File: config.mk
export PLATFORM = sky130hd
export DESIGN_NAME = bridge_control_config
export DESIGN_NICKNAME = d
export VERILOG_FILES = /design/src/bridge_cfg_pkg.sv /design/src/bridge_control_config.sv
export SDC_FILE = /design/constraint.sdc
export NUM_CORES = 1
export LEC_CHECK = 0
export BUFFER_PORTS_ARGS = -buffer_cell sky130_fd_sc_hd__buf_2
export CORE_UTILIZATION = 48
export CTS_CLUSTER_DIAMETER = 150
export DETAILED_ROUTE_END_ITERATION = 8
export GPL_TIMING_DRIVEN = 0
export PLACE_DENSITY_LB_ADDON = 0.15
export SYNTH_ARGS = -nofsm -noshare
export SYNTH_HDL_FRONTEND = slang
export SYNTH_SLANG_ARGS = --single-unit
File: constraint.sdc
create_clock -name sys_clk_i -period 1.9 [get_ports sys_clk_i]
set_clock_uncertainty 0.1 [all_clocks]
set_input_delay 0.19 -clock sys_clk_i [delete_from_list [all_inputs] [get_ports sys_clk_i]]
set_output_delay 0.19 -clock sys_clk_i [all_outputs]
set_load 0.02 [all_outputs]
File: src/bridge_cfg_pkg.sv
// constants for the bridge configuration register block
// assumes an internal register access port from the device's serial-control slave
package bridge_cfg_pkg;
    localparam logic [7:0] CFG_OFFSET = 8'h54;
    localparam logic [7:0] STATUS_OFFSET = 8'h50;
    localparam int EXT_OVR_BIT = 7;
    localparam int IRQ_EN_BIT = 6;
    localparam int EDID_DIS_BIT = 5;
    localparam int AUTOSTART_DIS_BIT = 4;
    localparam int PROT_DIS_BIT = 3;
    localparam int TDM_EN_BIT = 2;
    localparam int AUDIO_SRC_BIT = 1;
    localparam int AUX_EN_BIT = 0;
    localparam int STS_RX_IRQ_BIT = 6;
    localparam logic [7:0] CFG_RESET = 8'h00;
    localparam logic [7:0] UNMAPPED_READ = 8'h00;
    typedef enum logic [2:0] {
        SEQ_STRAP,
        SEQ_EDID,
        SEQ_INIT,
        SEQ_PROT,
        SEQ_RUN
    } seq_state_t;
endpackage : bridge_cfg_pkg

File: src/bridge_control_config.sv
// bridge configuration register with strap load and a small bridge sequencer
// assumes register accesses arrive synchronous to sys_clk_i from the serial-control slave
`timescale 1ns/100ps
module bridge_control_config
    import bridge_cfg_pkg::*;
(
    // clock and reset
    input wire logic sys_clk_i,
    input wire logic nrst_i,
    // register access port
    input wire logic [7:0] reg_addr_i,
    input wire logic reg_wr_i,
    input wire logic reg_rd_i,
    input wire logic [7:0] reg_wdata_i,
    output logic [7:0] reg_rdata_o,
    // strap pins
    input wire logic strap_pin_one_i,
    input wire logic strap_pin_zero_i,
    // receiver interrupt
    input wire logic rx_irq_pending_i,
    output logic irq_out_n_o,
    // sequencer handshakes
    output logic edid_load_req_o,
    input wire logic edid_load_done_i,
    output logic rx_init_req_o,
    input wire logic rx_init_done_i,
    output logic prot_setup_req_o,
    input wire logic prot_setup_done_i,
    // audio controls and sequencer-off flag
    output logic tdm_audio_en_o,
    output logic audio_local_sel_o,
    output logic aux_audio_en_o,
    output logic sequencer_off_o
);
    logic [7:0] cfg_r;
    logic strap_done_r;
    seq_state_t state_r;
    seq_state_t state_nxt;
    logic cfg_wr;

    assign cfg_wr = reg_wr_i && (reg_addr_i == CFG_OFFSET);

    // strap capture happens on the first edge after release, never under reset
    always_ff @(posedge sys_clk_i or negedge nrst_i) begin
        if (!nrst_i) begin
            strap_done_r <= 1'b0;
        end else begin
            strap_done_r <= 1'b1;
        end
    end

    always_ff @(posedge sys_clk_i or negedge nrst_i) begin
        if (!nrst_i) begin
            cfg_r <= CFG_RESET;
        end else if (cfg_wr) begin
            cfg_r <= reg_wdata_i;
        end else if (!strap_done_r) begin
            cfg_r[EXT_OVR_BIT] <= strap_pin_one_i;
            cfg_r[EDID_DIS_BIT] <= strap_pin_one_i;
            cfg_r[AUX_EN_BIT] <= strap_pin_zero_i;
        end
    end

    // register reads
    always_ff @(posedge sys_clk_i or negedge nrst_i) begin
        if (!nrst_i) begin
            reg_rdata_o <= UNMAPPED_READ;
        end else if (reg_rd_i) begin
            if (reg_addr_i == CFG_OFFSET) begin
                reg_rdata_o <= cfg_r;
            end else if (reg_addr_i == STATUS_OFFSET) begin
                reg_rdata_o <= 8'(rx_irq_pending_i) << STS_RX_IRQ_BIT;
            end else begin
                reg_rdata_o <= UNMAPPED_READ;
            end
        end
    end

    always_ff @(posedge sys_clk_i or negedge nrst_i) begin
        if (!nrst_i) begin
            irq_out_n_o <= 1'b1;
        end else begin
            irq_out_n_o <= !(cfg_r[IRQ_EN_BIT] && rx_irq_pending_i);
        end
    end

    // audio controls follow the register one clock later
    always_ff @(posedge sys_clk_i or negedge nrst_i) begin
        if (!nrst_i) begin
            tdm_audio_en_o <= 1'b0;
            audio_local_sel_o <= 1'b0;
            aux_audio_en_o <= 1'b0;
        end else begin
            tdm_audio_en_o <= cfg_r[TDM_EN_BIT];
            audio_local_sel_o <= cfg_r[AUDIO_SRC_BIT];
            aux_audio_en_o <= cfg_r[AUX_EN_BIT];
        end
    end

    // sequencer walks each step once; disabled steps are skipped, not retried
    always_comb begin
        state_nxt = state_r;
        unique case (state_r)
            SEQ_STRAP: begin
                if (strap_done_r) begin
                    state_nxt = SEQ_EDID;
                end
            end
            SEQ_EDID: begin
                if (cfg_r[EDID_DIS_BIT] || edid_load_done_i) begin
                    state_nxt = SEQ_INIT;
                end
            end
            SEQ_INIT: begin
                if (cfg_r[AUTOSTART_DIS_BIT] || rx_init_done_i) begin
                    state_nxt = SEQ_PROT;
                end
            end
            SEQ_PROT: begin
                if (cfg_r[PROT_DIS_BIT] || prot_setup_done_i) begin
                    state_nxt = SEQ_RUN;
                end
            end
            SEQ_RUN: begin
                state_nxt = SEQ_RUN;
            end
        endcase
        if (cfg_r[EXT_OVR_BIT] && state_r != SEQ_STRAP) begin
            state_nxt = state_r;
        end
    end

    always_ff @(posedge sys_clk_i or negedge nrst_i) begin
        if (!nrst_i) begin
            state_r <= SEQ_STRAP;
        end else begin
            state_r <= state_nxt;
        end
    end

    always_ff @(posedge sys_clk_i or negedge nrst_i) begin
        if (!nrst_i) begin
            edid_load_req_o <= 1'b0;
            rx_init_req_o <= 1'b0;
            prot_setup_req_o <= 1'b0;
            sequencer_off_o <= 1'b0;
        end else begin
            sequencer_off_o <= cfg_r[EXT_OVR_BIT];
            edid_load_req_o <= state_nxt == SEQ_EDID && !cfg_r[EDID_DIS_BIT]
                && !cfg_r[EXT_OVR_BIT] && !edid_load_done_i;
            rx_init_req_o <= state_nxt == SEQ_INIT && !cfg_r[AUTOSTART_DIS_BIT]
                && !cfg_r[EXT_OVR_BIT] && !rx_init_done_i;
            prot_setup_req_o <= state_nxt == SEQ_PROT && !cfg_r[PROT_DIS_BIT]
                && !cfg_r[EXT_OVR_BIT] && !prot_setup_done_i;
        end
    end

    ovr_no_req_a: assert property (@(posedge sys_clk_i) disable iff (!nrst_i)
        $past(cfg_r[EXT_OVR_BIT]) |-> !edid_load_req_o && !rx_init_req_o && !prot_setup_req_o)
        else $error("request issued under external override");
    strap_one_a: assert property (@(posedge sys_clk_i) disable iff (!nrst_i)
        nrst_i && !strap_done_r && !cfg_wr |=> cfg_r[EXT_OVR_BIT] == $past(strap_pin_one_i)
        && cfg_r[EDID_DIS_BIT] == $past(strap_pin_one_i))
        else $error("strap one not loaded");
    irq_gate_a: assert property (@(posedge sys_clk_i) disable iff (!nrst_i)
        ##1 irq_out_n_o == !($past(cfg_r[IRQ_EN_BIT]) && $past(rx_irq_pending_i)))
        else $error("interrupt pin gating wrong");
    edid_skip_a: assert property (@(posedge sys_clk_i) disable iff (!nrst_i)
        $past(cfg_r[EDID_DIS_BIT]) |-> !edid_load_req_o)
        else $error("remote load requested while disabled");
    init_skip_a: assert property (@(posedge sys_clk_i) disable iff (!nrst_i)
        $past(cfg_r[AUTOSTART_DIS_BIT]) |-> !rx_init_req_o)
        else $error("receiver init requested while disabled");
    prot_skip_a: assert property (@(posedge sys_clk_i) disable iff (!nrst_i)
        $past(cfg_r[PROT_DIS_BIT]) |-> !prot_setup_req_o)
        else $error("protection setup requested while disabled");
    audio_map_a: assert property (@(posedge sys_clk_i) disable iff (!nrst_i)
        ##1 audio_local_sel_o == $past(cfg_r[AUDIO_SRC_BIT])
        && tdm_audio_en_o == $past(cfg_r[TDM_EN_BIT]))
        else $error("audio controls do not follow register");
    strap_zero_a: assert property (@(posedge sys_clk_i) disable iff (!nrst_i)
        nrst_i && !strap_done_r && !cfg_wr |=> cfg_r[AUX_EN_BIT] == $past(strap_pin_zero_i)
        ##1 aux_audio_en_o == $past(strap_pin_zero_i, 2))
        else $error("strap zero not loaded");
    status_rd_a: assert property (@(posedge sys_clk_i) disable iff (!nrst_i)
        reg_rd_i && reg_addr_i == STATUS_OFFSET |=> reg_rdata_o[STS_RX_IRQ_BIT] == $past(rx_irq_pending_i))
        else $error("status bit 6 wrong");
    write_wins_a: assert property (@(posedge sys_clk_i) disable iff (!nrst_i)
        nrst_i && cfg_wr |=> cfg_r == $past(reg_wdata_i))
        else $error("register write lost");
endmodule : bridge_control_config

# [Word-level counts from Yosys, hierarchy flattened]
# Cells that the tools add are included.
[word_totals] reg_bits=28 romBits=0 n_memories=0 output_inout_bits=16 ram_bits=0 latch_bits=0 input_bits=26 word_cells=61
[op_classes] shifts=0 n_addsub=0 muxes=13 order_cmp=0 n_mul=0 reduce_logical=25 n_eq_ne=10 div_mod_pow=0 bitwise_logic=0
[ops] operator="$eq 8x7->1 const B" count=2
[ops] operator="$mux 3" count=5
[ops] operator="$pmux 3 s5" count=1
[ops] operator="$eq 3x2->1 const B" count=4
[ops] operator="$logic_and 1x1->1" count=12
[ops] operator="$logic_not 1->1" count=8
[ops] operator="$mux 8" count=1
[ops] operator="$mux 7" count=1
[ops] operator="$eq 3x1->1 const B" count=2
[ops] operator="$mux 1" count=5
[ops] operator="$eq 3x3->1 const B" count=1
[ops] operator="$logic_not 3->1" count=1
[ops] operator="$logic_or 1x1->1" count=3
[ops] operator="$reduce_bool 3->1" count=1
[ops] operator="$ne 2x1->1 const B" count=1

# [Depth between registers and ports, before layout]
[logic_depth] ltp_word=8 mapped_depth=7 mapped_depth_nobuf=6

# [Worst setup path before layout]
# Ideal clock, no wire load.
[synth_path] path_kind="reg2reg" start="register cfg_r[5]" end="register edid_load_req_o" path_stages_with_launch=5 arrival_time_ns=1.284 slack_ns=0.420 synth_period_minus_slack_ns=1.480 required_time_ns=1.704 setup_ns=0.096 n_path_buf=0 cell_sequence="dfrtp_1 or2_2 o311ai_1 a22oi_2 nor4_2"
[synth_via] elab_chain_cells=8 elab_cells_between_ends=9 cone_classes="eq/ne (1); mux (3); reduce/logical (5)"
[synth_lines] element="from (decl)" line_no="bridge_control_config.sv:35" rtl="logic [7:0] cfg_r;"
[synth_lines] element="from (signal assigned)" line_no="bridge_control_config.sv:56" rtl="cfg_r <= reg_wdata_i;"
[synth_lines] element="from (signal, indexed assignment)" line_no="bridge_control_config.sv:58" rtl="cfg_r[EXT_OVR_BIT] <= strap_pin_one_i;"
[synth_lines] element="from (signal, indexed assignment)" line_no="bridge_control_config.sv:59" rtl="cfg_r[EDID_DIS_BIT] <= strap_pin_one_i;"
[synth_lines] element="$logic_or 1x1->1" line_no="bridge_control_config.sv:110" rtl="if (cfg_r[EDID_DIS_BIT] || edid_load_done_i) begin"
[synth_lines] element="$mux 3" line_no="bridge_control_config.sv:110"
[synth_lines] element="$pmux 3 s5" line_no="bridge_control_config.sv:103" rtl="unique case (state_r)"
[synth_lines] element="$mux 3" line_no="bridge_control_config.sv:128" rtl="if (cfg_r[EXT_OVR_BIT] && state_r != SEQ_STRAP) begin"
[synth_lines] element="$eq 3x1->1" line_no="bridge_control_config.sv:149" rtl="edid_load_req_o <= state_nxt == SEQ_EDID && !cfg_r[EDID_DIS_BIT]"
[synth_lines] element="$logic_and 1x1->1 *" line_no="bridge_control_config.sv:149"
[synth_lines] element="$logic_and 1x1->1 * (2 in series)" line_no="bridge_control_config.sv:150" rtl="&& !cfg_r[EXT_OVR_BIT] && !edid_load_done_i;"
[synth_lines] element="to (signal assigned)" line_no="bridge_control_config.sv:149"
[synth_lines] element="to (decl)" line_no="bridge_control_config.sv:23" rtl="output logic edid_load_req_o,"
# Every way passes the cells marked *; elsewhere a longest branch is shown, timed or not.
# A chain may end at the register's enable or synchronous reset.

# [Worst setup path after layout]
[layout_path] start="input port rx_init_done_i" end="register rx_init_req_o"
[layout_via] elab_chain_cells=8 elab_cells_between_ends=9 cone_classes="eq/ne (1); mux (3); reduce/logical (5)"
[layout_lines] element="from (decl)" line_no="bridge_control_config.sv:26" rtl="input wire logic rx_init_done_i,"
[layout_lines] element="$logic_or 1x1->1" line_no="bridge_control_config.sv:115" rtl="if (cfg_r[AUTOSTART_DIS_BIT] || rx_init_done_i) begin"
[layout_lines] element="$mux 3" line_no="bridge_control_config.sv:115"
[layout_lines] element="$pmux 3 s5" line_no="bridge_control_config.sv:103"
[layout_lines] element="$mux 3" line_no="bridge_control_config.sv:128"
[layout_lines] element="net state_nxt[0]" line_no="bridge_control_config.sv:38" rtl="seq_state_t state_nxt;"
[layout_lines] element="$eq 3x2->1" line_no="bridge_control_config.sv:151" rtl="rx_init_req_o <= state_nxt == SEQ_INIT && !cfg_r[AUTOSTART_DIS_BIT]"
[layout_lines] element="$logic_and 1x1->1" line_no="bridge_control_config.sv:151"
[layout_lines] element="$logic_and 1x1->1 (2 in series)" line_no="bridge_control_config.sv:152" rtl="&& !cfg_r[EXT_OVR_BIT] && !rx_init_done_i;"
[layout_lines] element="to (signal assigned)" line_no="bridge_control_config.sv:151"
[layout_lines] element="to (decl)" line_no="bridge_control_config.sv:25" rtl="output logic rx_init_req_o,"
# The timed path passes the listed nets, and every way through them passes these cells.

==> flow_metrics.tcl <==
set metrics [dict create \
    status "finished, final reports clean" \
    combPwrFrac_pct 29.5 \
    leakage_nw 0.7774 \
    coreArea_sq_mm 0.002297 \
    p_int_uw 966.5 \
    cts_buffer_depth 2 \
    dieArea_sq_mm 0.002755 \
    cts_tree "yes" \
    grt_max_degree 29 \
    grt_overflow_total 0 \
    num_vias 992 \
    final.period_utilization_pct 87.30 \
    syn_to_final_growth_pct 31.19 \
    grt_setup_unrepaired "false" \
    critical_path_class "primary input to flop" \
    dp_cells 177 \
    clk_latency_ns 0.33 \
    switching_power_uw 478.0 \
    cts.sinks 28 \
    netlist_area_sq_mm 0.001224 \
    die_y_um 52.49 \
    synth_flop_cell "dfrtp_1" \
    grt_pass1_vias 1005 \
    cts_buffers 3 \
    clkPwrFrac_pct 20.2 \
    final_nets 191 \
    wl_per_cell_um 13.03 \
    swShare_pct 33.09 \
    rows 17 \
    dr.pass1.iters 4 \
    maxCapViolCount 0 \
    ys_warn_count 0 \
    critPathMaxFanout 3 \
    place_area_sq_mm 0.001459 \
    worst_pin_slew_ns 0.6108 \
    met3_usage_pct 3.188 \
    power_density_mw_per_mm2 899.9 \
    htree_levels 1 \
    start_util_pct 53.27 \
    layout_min_cycle_time_ns 1.659 \
    drive_gt1_share_pct 40.24 \
    met2_usage_pct 38.61 \
    rrSetupSlack_ns 0.28 \
    cts_setup_buffers 0 \
    grt_usage_pct 21.46 \
    wl_mm 2.501 \
    vias_per_cell 5.167 \
    avgSynthCellArea_sq_um 11.23 \
    antenna_found_initial 0 \
    synth-seq-cells 28 \
    required_ns 2.06 \
    path_clk_slew_ns 0.15 \
    arrival_ns 1.81 \
    vdd_drop_max_mv 0.6536 \
    setup_violations 0 \
    grt_pass1_wl_mm 4.181 \
    hold_viol 0 \
    die_w_um 52.49 \
    cp-end-kind "flop" \
    synthCells 109 \
    pin_count 42 \
    yosysUniqueCellTypes 32 \
    layout_common_cells "buf_2, dfrtp_1, inv_1" \
    final_area_sq_mm 0.001605 \
    io_buffers 40 \
    gr-max-usage-layer "met2" \
    final_common_cell "buf_2" \
    seq_area_frac_synth_pct 57.36 \
    drt_iter0_markers 10 \
    max_slew_margin_pct 59.28 \
    drc 0 \
    p_seq_share_pct 50.3 \
    drtAntennaViolNets 0 \
    root_buffer "clkbuf_4" \
    use_met1_pct 24.02 \
    async_flop_share_pct 100.0 \
    cp_cell_sequence "dlygate4sd3_1 > buf_2 > nor3b_1 > o31a_1 > o311ai_1 > a22oi_2 > inv_2 > nor4_2" \
    fin_tns_setup_ns 0 \
    slew_violations 0 \
    synth-edff-count 0 \
    num_antenna_cells 0 \
    crit_path_top_delay_cell "dlygate4sd3_1" \
    max_freq_mhz 602.9 \
    place_congestion 0.7946 \
    syn-num-nets 135 \
    setup.worst_path.start_class "primary input" \
    slowest_delay_ns 0.54 \
    instances_no_fill 192 \
    hpwlAfterDp_mm 1.754 \
    hold_class "primary input to flop" \
]
[cell families after synthesis]
kind of cell    share of synthesized area, %
simple gates                           11.76
buf+inv                                7.464
compound gates                         16.77
mux                                    6.339
flops                                  57.36
other cells                           0.3065
[worst paths after layout]
check / depth (start not counted) / end / startpoint
max: 8 / rx_init_req_o / rx_init_done_i
min: 3 / cfg_r[0] / reg_wdata_i[0]
max reg2reg: 6 / rx_init_req_o / state_r[1]
min reg2reg: 0 / sequencer_off_o / cfg_r[7]
max in group asynchronous: 2 / cfg_r[6] / nrst_i
min in group asynchronous: 2 / reg_rdata_o[4] / nrst_i
[area by class of cell]
| cell class | instances | area, sq um |
|---|---|---|
| Buffer | 4 | 27.53 |
| Clock buffer | 4 | 36.28 |
| Fill cell | 195 | 691.9 |
| Inverter | 17 | 63.81 |
| Multi-Input combinational cell | 60 | 430.4 |
| Sequential cell | 28 | 701.9 |
| Tap cell | 28 | 35.03 |
| Timing Repair Buffer | 51 | 310.3 |
[critical path: cells and delay by family]
kind,cells,cell delay (ns)
AND/OR/NAND/NOR,2,0.33
buffers and inverters,3,0.73
AO/OA/AOI/OAI,3,0.56
[cell usage after synthesis (all sizes together) (2+ instances only)]
| master | count | area [sq um] |
|---|---|---|
| a21oi | 9 | 45.04 |
| buf | 3 | 23.77 |
| dfrtp | 27 | 675.7 |
| inv | 17 | 63.81 |
| mux2 | 6 | 67.56 |
| nand3 | 3 | 15.01 |
| nor2 | 7 | 26.28 |
| nor4 | 4 | 43.80 |
| o21ai | 8 | 47.55 |
| o22ai | 7 | 43.79 |
| or2 | 2 | 12.51 |
[power by group through the flow]
| stage | clock network (mW) | logic, mW | registers, mW |
|---|---|---|---|
| global placement | 0 | 0.397 | 0.736 |
| finish | 0.292 | 0.426 | 0.726 |
| detailed placement | 0 | 0.410 | 0.737 |
| floorplan | 0 | 0.285 | 0.748 |
| CTS | 0.306 | 0.429 | 0.726 |
| global route | 0.320 | 0.475 | 0.738 |
[stage by stage]
step           setup slack (ns)  power (mW)  utilization, %  hold slack, ns
2_1_floorplan            0.4200       1.034               -         -0.2056
3_3_place_gp             0.3311       1.134           63.51          0.1261
3_5_place_dp             0.2777       1.147           63.51          0.1393
4_1_cts                  0.2298       1.461           69.88        0.002107
5_1_grt                  0.1038       1.532           69.88         0.02017
6_report                 0.2414       1.445           69.88         0.01036
[sequential cells by signal, summed over array words and instances (netlist names)]
register,flops
tdm_audio_en_o,1
state_r,3
irq_out_n_o,1
rx_init_req_o,1
audio_local_sel_o,1
sequencer_off_o,1
edid_load_req_o,1
cfg_r,8
strap_done_r,1
reg_rdata_o,8
prot_setup_req_o,1
aux_audio_en_o,1
[per-layer routing]
layer / share of wire, % / wire length, um
met1: 44 / 1088
met2: 50 / 1246
met3: 4.0 / 100
met4: 2.6 / 65
met5: 0 / 0
[timing repair]
action                                 in CTS  in global routing
hold buffers                               11                  0
endpoints found under the hold margin      37                  0
resized for setup                           0                  0
Power figures use the tool's default switching activity.
